[src/include/flash_cmd_regs.vh]
`ifndef FLASH_CMD_REGS_VH
`define FLASH_CMD_REGS_VH

// opcode values, as taken in after the select line falls
`define SFD_OP_LATCH_SET     8'h06
`define SFD_OP_LATCH_CLR     8'h04
`define SFD_OP_STATUS_WRITE  8'h01
`define SFD_OP_PROGRAM       8'h02
`define SFD_OP_SECTOR_ERASE  8'hD8
`define SFD_OP_BULK_ERASE    8'hC7
`define SFD_OP_READ          8'h03
`define SFD_OP_FAST_READ     8'h0B
`define SFD_OP_STATUS_READ   8'h05
`define SFD_OP_ID_READ_A     8'h9F
`define SFD_OP_ID_READ_B     8'h9E
`define SFD_OP_DPD_ENTER     8'hB9
`define SFD_OP_DPD_RELEASE   8'hAB

// operand byte counts
`define SFD_ADDR_BYTES       4'h3
`define SFD_DUMMY_BYTES      4'h1
`define SFD_STATUS_BYTES     4'h1
`define SFD_PROG_MIN_DATA    4'h1
`define SFD_NO_OPERANDS      4'h0
`define SFD_CNT_MAX          4'hF
`define SFD_ID_MAX_BYTES     5'h14

// output byte sources, shown on out_kind_o
`define SFD_OUT_ARRAY        2'h0
`define SFD_OUT_STATUS       2'h1
`define SFD_OUT_ID           2'h2
`define SFD_OUT_SIGNATURE    2'h3

// widths and buffer depth
`define SFD_ADDR_W           24
`define SFD_DATA_W           8
`define SFD_FIFO_DEPTH       8
`define SFD_FIFO_PTR_W       3

`endif

[src/hw/pin_sync.v]
`timescale 1ns/1ns
// two-flop synchroniser, one chain per bit
module pin_sync #(
	parameter             WIDTH     = 1,
	parameter [WIDTH-1:0] RESET_VAL = {WIDTH{1'b0}}
) (
	// clock and reset
	input  wire             clk_i,
	input  wire             rst_n_i,
	// pins and synchronised copies
	input  wire [WIDTH-1:0] async_i,
	output wire [WIDTH-1:0] sync_o
);

	genvar g;
	generate
		for (g = 0; g < WIDTH; g = g + 1) begin : g_bit
			reg meta;   // first stage, read only by the second
			reg stable; // second stage, safe to use
			// two stages per bit; nothing taps the first
			always @(posedge clk_i or negedge rst_n_i) begin
				if (!rst_n_i) begin
					meta   <= RESET_VAL[g];
					stable <= RESET_VAL[g];
				end else begin
					meta   <= async_i[g];
					stable <= meta;
				end
			end
			assign sync_o[g] = stable;
		end
	endgenerate

endmodule // pin_sync

[src/hw/byte_fifo.v]
`timescale 1ns/1ns
// small synchronous fifo; depth must be a power of two so pointers wrap
module byte_fifo #(
	parameter WIDTH = 8,
	parameter DEPTH = 8,
	parameter PTR_W = 3
) (
	// clock and reset
	input  wire             clk_i,
	input  wire             rst_n_i,
	// drop everything held
	input  wire             flush_i,
	// filling side
	input  wire [WIDTH-1:0] in_data_i,
	input  wire             in_valid_i,
	output wire             in_ready_o,
	// draining side
	output wire [WIDTH-1:0] out_data_o,
	output wire             out_valid_o,
	input  wire             out_ready_i
);

	localparam [PTR_W:0] FULL_COUNT = DEPTH[PTR_W:0];

	reg [WIDTH-1:0] mem [0:DEPTH-1]; // storage, no reset needed
	reg [PTR_W-1:0] wr_ptr;          // next slot to fill
	reg [PTR_W-1:0] rd_ptr;          // oldest entry
	reg [PTR_W:0]   count;           // entries held

	wire push = in_valid_i & in_ready_o;
	wire pop  = out_valid_o & out_ready_i;

	assign in_ready_o  = (count != FULL_COUNT);
	assign out_valid_o = (count != {(PTR_W+1){1'b0}});
	assign out_data_o  = mem[rd_ptr];

	// storage write; a flush only moves pointers
	always @(posedge clk_i) begin
		if (push) begin
			mem[wr_ptr] <= in_data_i;
		end
	end

	// pointers and fill count
	always @(posedge clk_i or negedge rst_n_i) begin
		if (!rst_n_i) begin
			wr_ptr <= {PTR_W{1'b0}};
			rd_ptr <= {PTR_W{1'b0}};
			count  <= {(PTR_W+1){1'b0}};
		end else if (flush_i) begin
			wr_ptr <= {PTR_W{1'b0}};
			rd_ptr <= {PTR_W{1'b0}};
			count  <= {(PTR_W+1){1'b0}};
		end else begin
			if (push) begin
				wr_ptr <= wr_ptr + {{(PTR_W-1){1'b0}}, 1'b1};
			end
			if (pop) begin
				rd_ptr <= rd_ptr + {{(PTR_W-1){1'b0}}, 1'b1};
			end
			if (push & ~pop) begin
				count <= count + {{PTR_W{1'b0}}, 1'b1};
			end else if (pop & ~push) begin
				count <= count - {{PTR_W{1'b0}}, 1'b1};
			end
		end
	end

endmodule // byte_fifo

[src/hw/serial_flash_command_decoder.v]
`timescale 1ns/1ns
// Behaviour
// - all serial bits travel msb first
// - take input bits on rising shift edges
// - transaction starts with one opcode byte
// - read-type commands shift out data after operands
// - select rise ends reads without error
// - off-boundary select rise discards modifying command
// - ignore array access while cycle busy
// - decode latch set, clear, status write
// - decode program, sector erase, bulk erase
// - decode normal read, three address bytes
// - decode fast read with one dummy byte
// - decode power-down entry and release
// - decode status read and identification read
// - drive output bits on falling edges
// - modifying commands need write latch set
// - clear write latch at reset, completion
`include "flash_cmd_regs.vh"
module serial_flash_command_decoder #(
	parameter FIFO_DEPTH = `SFD_FIFO_DEPTH,
	parameter FIFO_PTR_W = `SFD_FIFO_PTR_W
) (
	// clock and reset
	input  wire                    clk_i,
	input  wire                    rst_n_i,
	// serial pins from the host
	input  wire                    sel_n_i,
	input  wire                    sck_i,
	input  wire                    serial_in_i,
	output reg                     serial_out_o,
	output reg                     serial_out_oe_o,
	// internal engine status
	input  wire                    busy_i,
	input  wire                    op_done_i,
	// output byte fetch
	output reg                     out_req_o,
	output reg  [1:0]              out_kind_o,
	output reg  [`SFD_ADDR_W-1:0]  addr_o,
	input  wire [`SFD_DATA_W-1:0]  out_data_i,
	// program data stream to the page buffer
	output wire [`SFD_DATA_W-1:0]  prog_data_o,
	output wire                    prog_valid_o,
	input  wire                    prog_ready_i,
	output reg                     prog_overrun_o,
	// command launches
	output reg                     prog_go_o,
	output reg                     prog_discard_o,
	output reg                     sector_erase_go_o,
	output reg                     bulk_erase_go_o,
	output reg                     status_write_go_o,
	output reg  [`SFD_DATA_W-1:0]  status_data_o,
	// device state
	output reg                     write_latch_o,
	output reg                     power_down_o
);

	// one-hot decoder states
	localparam [6:0] ST_IDLE     = 7'h01;
	localparam [6:0] ST_OPCODE   = 7'h02;
	localparam [6:0] ST_ADDR     = 7'h04;
	localparam [6:0] ST_DUMMY    = 7'h08;
	localparam [6:0] ST_DATA_IN  = 7'h10;
	localparam [6:0] ST_DATA_OUT = 7'h20;
	localparam [6:0] ST_IGNORE   = 7'h40;

	wire [2:0] pins_s;      // synchronised select, clock, data
	reg        sel_n_q;     // previous select, for edges
	reg        sck_q;       // previous shift clock, for edges
	reg  [6:0] state;       // decoder state
	reg  [2:0] bit_cnt;     // bit position inside current byte
	reg  [3:0] in_cnt;      // operand bytes after the opcode
	reg  [7:0] opcode;      // accepted opcode
	reg  [7:0] rx_shift;    // input shifter
	reg  [7:0] tx_shift;    // output shifter
	reg        tx_blank;    // identification ran past its end
	reg  [4:0] id_cnt;      // identification bytes requested

	wire sel_n_s     = pins_s[2];
	wire sck_s       = pins_s[1];
	wire serial_in_s = pins_s[0];

	// link clock is sampled, so edges are found two cycles late
	wire selected = ~sel_n_s;
	wire sel_fall = sel_n_q & ~sel_n_s;
	wire sel_rise = ~sel_n_q & sel_n_s;
	wire sck_rise = selected & sck_s & ~sck_q;
	wire sck_fall = selected & ~sck_s & sck_q;

	wire [7:0] rx_byte  = {rx_shift[6:0], serial_in_s};
	wire       byte_done = sck_rise & (bit_cnt == 3'h7);
	wire [3:0] in_cnt_inc = (in_cnt == `SFD_CNT_MAX) ? in_cnt : in_cnt + 4'h1;
	wire [7:0] tx_load = tx_blank ? 8'h00 : out_data_i;

	// host keeps the boundary, we only judge it
	wire boundary = (bit_cnt == 3'h0);
	wire commit   = sel_rise & boundary & (state == ST_DATA_IN);

	wire latch_set = commit & (opcode == `SFD_OP_LATCH_SET) & (in_cnt == `SFD_NO_OPERANDS);
	wire latch_clr = commit & (opcode == `SFD_OP_LATCH_CLR) & (in_cnt == `SFD_NO_OPERANDS);
	// completion or latch clear drops it; a set wins
	wire next_write_latch = latch_set | (write_latch_o & ~(op_done_i | latch_clr));

	wire status_ok = commit & write_latch_o & (opcode == `SFD_OP_STATUS_WRITE) &
	                 (in_cnt == `SFD_STATUS_BYTES);
	// program needs address plus at least one byte
	wire prog_ok   = commit & write_latch_o & (opcode == `SFD_OP_PROGRAM) &
	                 (in_cnt >= (`SFD_ADDR_BYTES + `SFD_PROG_MIN_DATA));
	wire erase_ok  = commit & write_latch_o & (opcode == `SFD_OP_SECTOR_ERASE) &
	                 (in_cnt == `SFD_ADDR_BYTES);
	wire bulk_ok   = commit & write_latch_o & (opcode == `SFD_OP_BULK_ERASE) &
	                 (in_cnt == `SFD_NO_OPERANDS);
	wire dpd_enter = commit & (opcode == `SFD_OP_DPD_ENTER) & (in_cnt == `SFD_NO_OPERANDS);
	// release happens however the read is cut
	wire dpd_leave = sel_rise & (state == ST_DATA_OUT) & (opcode == `SFD_OP_DPD_RELEASE);

	// a bad ending drops buffered program bytes
	wire prog_drop = sel_rise & (opcode == `SFD_OP_PROGRAM) & ~prog_ok &
	                 ((state == ST_ADDR) | (state == ST_DATA_IN));

	// program bytes enter the buffer as they complete
	wire fifo_push  = byte_done & (state == ST_DATA_IN) & (opcode == `SFD_OP_PROGRAM);
	wire fifo_ready;

	// select, clock and data all cross with the same delay
	pin_sync #(
		.WIDTH     (3),
		.RESET_VAL (3'h4)
	) u_pin_sync (
		.clk_i   (clk_i),
		.rst_n_i (rst_n_i),
		.async_i ({sel_n_i, sck_i, serial_in_i}),
		.sync_o  (pins_s)
	);

	// the serial host cannot be stalled, so a full buffer is flagged
	byte_fifo #(
		.WIDTH (`SFD_DATA_W),
		.DEPTH (FIFO_DEPTH),
		.PTR_W (FIFO_PTR_W)
	) u_prog_fifo (
		.clk_i       (clk_i),
		.rst_n_i     (rst_n_i),
		.flush_i     (prog_drop),
		.in_data_i   (rx_byte),
		.in_valid_i  (fifo_push),
		.in_ready_o  (fifo_ready),
		.out_data_o  (prog_data_o),
		.out_valid_o (prog_valid_o),
		.out_ready_i (prog_ready_i)
	);

	// edge history of the synchronised pins
	always @(posedge clk_i or negedge rst_n_i) begin
		if (!rst_n_i) begin
			sel_n_q <= 1'b1;
			sck_q   <= 1'b0;
		end else begin
			sel_n_q <= sel_n_s;
			sck_q   <= sck_s;
		end
	end


	always @(posedge clk_i or negedge rst_n_i) begin
		if (!rst_n_i) begin
			write_latch_o <= 1'b0;
		end else begin
			write_latch_o <= next_write_latch;
		end
	end

	// command launches and power-down mode
	always @(posedge clk_i or negedge rst_n_i) begin
		if (!rst_n_i) begin
			prog_go_o         <= 1'b0;
			prog_discard_o    <= 1'b0;
			sector_erase_go_o <= 1'b0;
			bulk_erase_go_o   <= 1'b0;
			status_write_go_o <= 1'b0;
			power_down_o      <= 1'b0;
		end else begin
			prog_go_o         <= prog_ok;
			prog_discard_o    <= prog_drop;
			sector_erase_go_o <= erase_ok;
			bulk_erase_go_o   <= bulk_ok;
			status_write_go_o <= status_ok;
			if (dpd_enter) begin
				power_down_o <= 1'b1;
			end else if (dpd_leave) begin
				power_down_o <= 1'b0;
			end
		end
	end

	// overrun flag holds until the next select fall opens a frame
	always @(posedge clk_i or negedge rst_n_i) begin
		if (!rst_n_i) begin
			prog_overrun_o <= 1'b0;
		end else if (fifo_push & ~fifo_ready) begin
			prog_overrun_o <= 1'b1;
		end else if (sel_fall) begin
			prog_overrun_o <= 1'b0;
		end
	end

	// main framing, decode and shifting
	always @(posedge clk_i or negedge rst_n_i) begin
		if (!rst_n_i) begin
			state           <= ST_IDLE;
			bit_cnt         <= 3'h0;
			in_cnt          <= 4'h0;
			opcode          <= 8'h00;
			rx_shift        <= 8'h00;
			tx_shift        <= 8'h00;
			tx_blank        <= 1'b0;
			id_cnt          <= 5'h00;
			out_req_o       <= 1'b0;
			out_kind_o      <= `SFD_OUT_ARRAY;
			addr_o          <= {`SFD_ADDR_W{1'b0}};
			status_data_o   <= 8'h00;
			serial_out_o    <= 1'b0;
			serial_out_oe_o <= 1'b0;
		end else begin
			out_req_o <= 1'b0;
			if (sel_fall) begin
				// every frame opens with an opcode
				state    <= ST_OPCODE;
				bit_cnt  <= 3'h0;
				in_cnt   <= 4'h0;
				tx_blank <= 1'b0;
				id_cnt   <= 5'h00;
			end else if (sel_rise) begin
				// counters back to a fresh byte
				state           <= ST_IDLE;
				bit_cnt         <= 3'h0;
				in_cnt          <= 4'h0;
				serial_out_oe_o <= 1'b0;
			end else if (sck_rise) begin
				bit_cnt  <= bit_cnt + 3'h1;
				rx_shift <= rx_byte;
				if (bit_cnt == 3'h7) begin
					case (state)
						ST_OPCODE: begin
							opcode <= rx_byte;
							if ((busy_i & (rx_byte != `SFD_OP_STATUS_READ)) |
							    (power_down_o & (rx_byte != `SFD_OP_DPD_RELEASE))) begin
								state <= ST_IGNORE;
							end else begin
								case (rx_byte)
									// operands collected, judged at select rise
									`SFD_OP_LATCH_SET, `SFD_OP_LATCH_CLR,
									`SFD_OP_STATUS_WRITE, `SFD_OP_BULK_ERASE,
									`SFD_OP_DPD_ENTER: begin
										state <= ST_DATA_IN;
									end
									`SFD_OP_READ, `SFD_OP_FAST_READ,
									`SFD_OP_PROGRAM, `SFD_OP_SECTOR_ERASE: begin
										state <= ST_ADDR;
									end
									`SFD_OP_STATUS_READ: begin
										state      <= ST_DATA_OUT;
										out_kind_o <= `SFD_OUT_STATUS;
										out_req_o  <= 1'b1;
									end
									`SFD_OP_ID_READ_A, `SFD_OP_ID_READ_B: begin
										state      <= ST_DATA_OUT;
										out_kind_o <= `SFD_OUT_ID;
										out_req_o  <= 1'b1;
										id_cnt     <= 5'h01;
									end
									`SFD_OP_DPD_RELEASE: begin
										state      <= ST_DATA_OUT;
										out_kind_o <= `SFD_OUT_SIGNATURE;
										out_req_o  <= 1'b1;
									end
									default: begin
										state <= ST_IGNORE;
									end
								endcase
							end
						end
						ST_ADDR: begin
							addr_o <= {addr_o[15:0], rx_byte};
							in_cnt <= in_cnt_inc;
							if (in_cnt_inc == `SFD_ADDR_BYTES) begin
								if (opcode == `SFD_OP_READ) begin
									state      <= ST_DATA_OUT;
									out_kind_o <= `SFD_OUT_ARRAY;
									out_req_o  <= 1'b1;
								end else if (opcode == `SFD_OP_FAST_READ) begin
									state <= ST_DUMMY;
								end else begin
									state <= ST_DATA_IN;
								end
							end
						end
						ST_DUMMY: begin
							in_cnt <= in_cnt_inc;
							if (in_cnt_inc == (`SFD_ADDR_BYTES + `SFD_DUMMY_BYTES)) begin
								state      <= ST_DATA_OUT;
								out_kind_o <= `SFD_OUT_ARRAY;
								out_req_o  <= 1'b1;
							end
						end
						ST_DATA_IN: begin
							in_cnt <= in_cnt_inc;
							// first data byte is the new status value
							if ((opcode == `SFD_OP_STATUS_WRITE) &&
							    (in_cnt == `SFD_NO_OPERANDS)) begin
								status_data_o <= rx_byte;
							end
						end
						ST_DATA_OUT: begin
							// fetch the next byte at each boundary
							out_req_o <= 1'b1;
							if (out_kind_o == `SFD_OUT_ARRAY) begin
								addr_o <= addr_o + {{(`SFD_ADDR_W-1){1'b0}}, 1'b1};
							end
							// identification stops after its last byte
							if (out_kind_o == `SFD_OUT_ID) begin
								if (id_cnt == `SFD_ID_MAX_BYTES) begin
									tx_blank <= 1'b1;
								end else begin
									id_cnt <= id_cnt + 5'h01;
								end
							end
						end
						default: begin
							// idle or ignoring: bits are swallowed
						end
					endcase
				end
			end else if (sck_fall && (state == ST_DATA_OUT)) begin
				serial_out_oe_o <= 1'b1;
				if (boundary) begin
					serial_out_o <= tx_load[7];
					tx_shift     <= {tx_load[6:0], 1'b0};
				end else begin
					serial_out_o <= tx_shift[7];
					tx_shift     <= {tx_shift[6:0], 1'b0};
				end
			end
		end
	end

endmodule // serial_flash_command_decoder

[config.mk]
export PLATFORM = sky130hd
export DESIGN_NAME = serial_flash_command_decoder
export DESIGN_NICKNAME = d
export VERILOG_FILES = /design/src/hw/pin_sync.v /design/src/hw/byte_fifo.v /design/src/hw/serial_flash_command_decoder.v
export VERILOG_INCLUDE_DIRS = /design/src /design/src/include
export SDC_FILE = /design/constraint.sdc
export NUM_CORES = 1
export LEC_CHECK = 0
export ABC_CLOCK_PERIOD_IN_PS = 2890
export BUFFER_PORTS_ARGS = -buffer_cell sky130_fd_sc_hd__buf_2
export CORE_UTILIZATION = 45
export DETAILED_ROUTE_END_ITERATION = 12
export GPL_TIMING_DRIVEN = 0
export PLACE_DENSITY_LB_ADDON = 0.08
export SYNTH_ARGS = -nofsm -noshare
export SYNTH_HDL_FRONTEND = slang
export SYNTH_SLANG_ARGS = --single-unit
export TNS_END_PERCENT = 20
[constraint.sdc]
create_clock -name clk_i -period 2.89 [get_ports clk_i]
set_input_delay 0.1445 -clock clk_i [delete_from_list [all_inputs] [get_ports clk_i]]
set_output_delay 0.1445 -clock clk_i [all_outputs]
set_load 0.01 [all_outputs]
==> results of run 1 <==
layer usage:
metal	track usage, %	up-vias
met5	0	-
met4	7.33	0
met3	4.26	19
met2	37.8	177
met1	29.6	3049
li1	-	2851
worst max-delay path by stage:
stage | depth (start not counted) | slack, ns | to | start
after global routing | 13 | -0.04 | u_prog_fifo.count[3] | bit_cnt[0]
after floorplan | 13 | 0.24 | u_prog_fifo.count[3] | bit_cnt[0]
after global placement | 7 | -0.99 | u_prog_fifo.mem[2][6] | bit_cnt[0]
after CTS | 13 | 0.008 | u_prog_fifo.count[3] | bit_cnt[0]
final | 5 | 0.13 | prog_data_o[1] | u_prog_fifo.rd_ptr[1]
after detailed placement | 7 | -0.97 | u_prog_fifo.mem[5][6] | bit_cnt[0]
state kept, by name, indices dropped and copies added, names as in the netlist, 4 cells and up:
name and cells:
id_cnt 5, u_prog_fifo.mem 64, u_prog_fifo.count 4, rx_shift 7, addr_o 24, opcode 8, state 7, in_cnt 4
tx_shift 7, status_data_o 8
layout by cell type (no fill, tap or decap), types with 14 or more instances in the layout:
master / instances
dfrtp_1: 101
mux4_2: 16
nand2_1: 59
nand3_1: 43
clkbuf_1: 30
nand4_1: 14
edfxtp_1: 64
a21oi_1: 42
mux2_2: 37
o21ai_0: 36
inv_1: 21
ha_1: 14
clkbuf_16: 17
nor2_1: 39
buf_2: 73
synthesized netlist by cell type, drive strengths merged, types with 15 or more instances:
| cell type | n |
|---|---|
| mux2 | 37 |
| nor2 | 41 |
| inv | 21 |
| dfrtp | 101 |
| clkbuf | 31 |
| nand2 | 60 |
| ha | 15 |
| o21ai | 38 |
| nand3 | 43 |
| mux4 | 16 |
| edfxtp | 64 |
| a21oi | 43 |
critical path: cells and delay by family (launching register included):
kind     cells  cell delay (ns)
mux          2             0.70
buf+inv      3             1.14
flops        1             0.35
power by group:
group	switching [uW]	leakage (uW)	internal (uW)	total (uW)
sequential	165	0.00197	2650	2810
clock	1020	0.000273	1140	2160
combinational	479	0.00172	285	764
through the flow:
stage / util (%) / cells
floorplan: - / 700
global placement: 50.3 / 994
detailed placement: 50.5 / 996
CTS: 54.4 / 1035
global route: 54.7 / 1038
finish: 54.7 / 1038
layout make-up:
cell class,instances,area share (%)
clock inverter,15,1.39
timing repair buffer,81,4.93
buffer,38,1.55
clock buffer,17,4.43
multi-input combinational,472,36.5
tap,225,2.93
inverter,21,0.821
sequential,169,47.4
logic make-up after synthesis:
family,Yosys count
xor gates and xnor gates,6
AOI/OAI and AO/OA,143
buffers and inverters,59
DFF,169
and+or+nand+nor,251
adders and majority gates,16
muxes,56
timing repair:
item	in CTS	in global routing
endpoints found under the setup margin	75	50
hold endpoints to repair	44	0
gates resized for setup	10	6
hold buffers	7	0
setup buffers	0	3
pin swaps	0	1
==> reports/results.ini, run 1 <==
[cells_and_area]
syn_to_final_growth_pct=17.2
stdcell_area_sq_um=9600
seq_area_sq_um=4550
drive_above_1_share_pct=23.7
fill_cells=1495
finalNetCount=832
antennaDiodeCount=0
multiInputGateArea_sq_um=3500

[timing]
finalHoldViolations=0
max_freq_mhz=362
fin_setup_tns_ns=0
setup_viol=0
slew_violations=0
layout_setup_ws_ns=0.127
final.min_clock_period_ns=2.76
tightest_slew_ns=1.01
rsz0062_at_grt=yes
final.period_utilization_pct=95.6
relSlewSlack_pct=31.9
clock_skew_ns=0.0106
fin_hold_ws_ns=0.157

[die]
core.rowCount=48
dieArea_sq_um=18700
die_w_um=137
io_pins=70
core_sq_um=17500
initial_utilization_pct=46.7
die_h_um=137

[detailed_routing]
met1_length_um=8800
drt_iter0_markers=282
antenna_left=0
drt-pass1-iter-count=5
num_vias=6096
viasPerCell=5.87
wl_met3_um=926
topRoutingLayerUsed=met4
avgRoutedWirePerCell_um=19.1
wl_met2_um=9820
drc_errors=0
drt_wl_total_um=19800

[worst_setup_path]
critPathMaxStageDelay_ns=0.57
slowest_stage=clkbuf_1
crit_path_end_kind=primary output
crit_required_ns=2.75
critical_path_class=flop to primary output
crit_arrival_ns=2.62
worstSetupStartpointType=flop
rrSetupSlack_ns=0.15
regToRegEndpoint=u_prog_fifo.mem[7][7]
path_max_fanout=10
worstPathCellList=buf_1 > clkbuf_1 > mux4_2 > mux2_2 > buf_2
r2r-start=bit_cnt[0]
reg2reg_depth=7

[min_path]
min-delay-start=out_data_i[5]
min_path_type=input port to flop
min_to=tx_shift[6]
min_delay_path_depth=4

[synth]
async_flop_share_pct=62.1
ys_types=70
yosys.area_share.adder_pct=2.54
ys_ff_latch=169
yosys-mux-area-fraction_pct=9.85
synthesis.nets=732
synth_top_cell_area_share_pct=30.8
synth-compound-area-share_pct=11.1
synthFlopType=dfrtp_1
ys_top_cells_by_area=dfrtp_1 (31%), edfxtp_1 (23%), mux2_2 (5.1%)
synth_area_sq_um=8190
synth_top_family_by_area=simple AND/OR/NAND/NOR gates
synth-edff-count=64
syn_inst=700
synthSimpleGateAreaFrac_pct=17.5
seq_area_frac_synth_pct=55.6
synth_xor_xnor_area_share_pct=0.641
postSynthAreaPerCell_sq_um=11.7
yosysWarningCount=0
synth_top_area_cell=dfrtp_1

[global_route]
grt.overflow.total=0
track_usage_pct=22.6
grt_max_degree=68
grt_pass1_wl_um=32100
grt_antenna_before_repair=0
grt_pass1_vias=6081

[clocking]
clockBufferDepth=2
h-tree-depth=4
clk_pin_slew_worst_paths_ns=0.07
cts-root-buf=clkbuf_16
clock_sinks=169
clk_latency_ns=0.43
cts_tree=built
cts_inserted_buffers=17

[status]
status=finished, final reports clean

[placement]
port_buffers=69
dp_slack_ns=-0.971
gp_congestion=0.909
dpl.hpwl_um=13700
dpl_cell_area_sq_um=8860

[job]
max-cap-violations=0

[power_and_ir_drop]
pwr_density_cell_nw_per_um2=598
peakVddDrop_mv=0.505
leakage_uw=0.00397
fin_total_pwr_uw=5740

Note: power is estimated with default switching activity, not from simulation.
==> inputs of run 2 (changes only) <==
--- a/config.mk
+++ b/config.mk
@@ -12,6 +12,7 @@
 export DETAILED_ROUTE_END_ITERATION = 12
 export GPL_TIMING_DRIVEN = 0
 export PLACE_DENSITY_LB_ADDON = 0.08
+export RECOVER_POWER = 100
 export SYNTH_ARGS = -nofsm -noshare
 export SYNTH_HDL_FRONTEND = slang
 export SYNTH_SLANG_ARGS = --single-unit
==> run 2 against run 1 <==
Net effect:
- critical endpoint is now u_prog_fifo.count[3]
- worst hold slack worse by 0.0016 ns
- fmax up 0.32%
- via count fell by 0.34%
- global-route usage unchanged
==> reports/results.ini, run 2 (synthesis results as in run 1) <==
[global_route]
grt_pass1_vias=6081  ; unchanged
grt_max_degree=68  ; unchanged
grt.overflow.total=0  ; unchanged
track_usage_pct=22.6  ; unchanged
grt_pass1_wl_um=32100  ; unchanged
grt_antenna_before_repair=0  ; unchanged

[timing]
finalHoldViolations=0  ; unchanged
max_freq_mhz=363  ; +0.32%
setup_viol=0  ; unchanged
final.period_utilization_pct=95.3  ; -0.31 points
fin_setup_tns_ns=0  ; unchanged
relSlewSlack_pct=29.1  ; -2.8 points
clock_skew_ns=0.0109  ; +0.000328 ns
tightest_slew_ns=1.06  ; +0.0515 ns
rsz0062_at_grt=yes
slew_violations=0  ; unchanged
final.min_clock_period_ns=2.75  ; -0.00883 ns

[clocking]
cts_tree=built
cts_inserted_buffers=17  ; unchanged
cts-root-buf=clkbuf_16
clockBufferDepth=2  ; unchanged
clock_sinks=169  ; unchanged
h-tree-depth=4  ; unchanged
clk_pin_slew_worst_paths_ns=0.07  ; about the same
clk_latency_ns=0.43  ; about the same

[cells_and_area]
stdcell_area_sq_um=9520  ; -0.82%
reg_top3=u_prog_fifo.mem: 64 flops, addr_o: 24 flops
layout_common_cells=dfrtp_1 (101), clkbuf_1 (75), edfxtp_1 (64), nand2_1 (59), nand3_1 (43)
largest_register_ffs=64  ; unchanged
final_util_pct=54.3  ; -0.45 points
top_register=u_prog_fifo.mem
drive_above_1_share_pct=18.2  ; -5.5 points
fill_cells=1513  ; +1.2%
fin_cells=1038  ; unchanged
syn_to_final_growth_pct=16.2
mostFrequentLayoutCell=dfrtp_1
finalNetCount=832  ; unchanged
antennaDiodeCount=0  ; unchanged

[worst_setup_path]
path_max_fanout=5  ; -5
crit_arrival_ns=3.07  ; +0.45 ns
rrSetupSlack_ns=0.14  ; about the same
worstSetupStartpointType=flop
critPathMaxStageDelay_ns=0.35  ; -0.22 ns
critical_path_class=flop to flop
worstPathCellList=ha_1 > ha_4 > nor4bb_4 > nand2_1 > nor3_4 > nand2_2 > ha_1 > a21o_1 > a21oi_1 > nor2b_1 > mux2i_1 > xor2_1 > nor2_1
crit_required_ns=3.21  ; +0.46 ns
crit_path_end_kind=flop
slowest_stage=dfrtp_1
crit_top_cell=ha_1

[power_and_ir_drop]
pwr_density_cell_nw_per_um2=602  ; +0.71%
peakVddDrop_mv=0.506  ; +0.17%
fin_total_pwr_uw=5730  ; -0.11%
leakage_uw=0.00376  ; -5.2%

[detailed_routing]
viasPerCell=5.85  ; -0.34%
drt_wl_total_um=19800  ; about the same
drt_iter0_markers=366  ; +30%
antenna_left=0  ; unchanged
drt-pass1-iter-count=5  ; unchanged
drc_errors=0  ; unchanged
num_vias=6075  ; -0.34%
avgRoutedWirePerCell_um=19.1  ; about the same

[die]
dieArea_sq_um=18700  ; unchanged
initial_utilization_pct=46.7  ; unchanged
io_pins=70  ; unchanged
die_w_um=137  ; unchanged
core_sq_um=17500  ; unchanged
core.rowCount=48  ; unchanged
die_h_um=137  ; unchanged

[placement]
gp_congestion=0.909  ; unchanged
dpl_cell_area_sq_um=8860  ; unchanged
port_buffers=69  ; unchanged
dp_cells=996  ; unchanged
dpl.hpwl_um=13700  ; unchanged

[job]
max-cap-violations=0  ; unchanged

[status]
status=finished, final reports clean

[min_path]
min_path_type=input port to flop

==> run 2: changes by cell type in the layout (fill, tap and decap cells not counted) <==
cell,change
buf_16,-1
clkbuf_2,+1
buf_4,-1
clkbuf_1,+45
buf_2,-45
clkbuf_4,+1
==> run 2: where the power goes <==
group	leakage [uW]	switching, uW	internal (uW)
sequential	0.00197	164	2650
clock	0.000273	1030	1140
combinational	0.00152	475	281
total	0.00376	1670	4070
==> run 2: per-stage QoR <==
step / worst slack (ns) / hold WS [ns]
floorplan: 0.241 / -0.151
global placement: -0.990 / 0.251
detailed placement: -0.971 / 0.190
CTS: 0.00755 / 0.147
global route: -0.0381 / 0.177
finish: 0.136 / 0.155
==> run 2: final timing paths <==
| check | startpoint | to | depth (start not counted) |
|---|---|---|---|
| max | bit_cnt[0] | u_prog_fifo.count[3] | 13 |
| min | out_data_i[5] | tx_shift[6] | 4 |
| max reg2reg | bit_cnt[0] | u_prog_fifo.count[3] | 13 |
| min reg2reg | u_pin_sync.g_bit[0].meta | u_pin_sync.g_bit[0].stable | 0 |
| max in group asynchronous | rst_n_i | state[3] | 3 |
| min in group asynchronous | rst_n_i | addr_o[6] | 2 |
==> run 2: critical path, delay by kind of cell (launching register included) <==
kind | cells | cell delay (ns)
AO/OA/AOI/OAI | 2 | 0.35
XOR/XNOR | 1 | 0.17
adder cells (fa/ha/maj) | 3 | 0.64
flip-flops | 1 | 0.35
multiplexers | 1 | 0.09
AND/OR/NAND/NOR | 6 | 1.03
==> run 2: what timing repair did <==
| action | 4_1_cts | 5_1_grt |
|---|---|---|
| hold endpoints to repair | 44 | 0 |
| pin swaps | 0 | 1 |
| hold buffers | 7 | 0 |
| endpoints found under the setup margin | 75 | 50 |
| setup buffers | 0 | 3 |
| gates resized for setup | 10 | 6 |
==> run 2: routing by layer <==
metal	vias up	share of wire, %	global-route usage, %
met5	-	0	0
met4	0	1.4	7.33
met3	24	4.5	4.26
met2	177	50	37.8
met1	3031	45	29.6
li1	2843	-	-
==> run 2: area by class of cell <==
type / count / area [sq um] / share of cell area (%)
sequential: 169 / 4550 / 47.8
multi-input combinational: 472 / 3500 / 36.8
clock buffer: 17 / 425 / 4.47
timing repair buffer: 81 / 394 / 4.14
tap: 225 / 282 / 2.96
buffer: 38 / 149 / 1.56
clock inverter: 15 / 134 / 1.41
inverter: 21 / 78.8 / 0.828
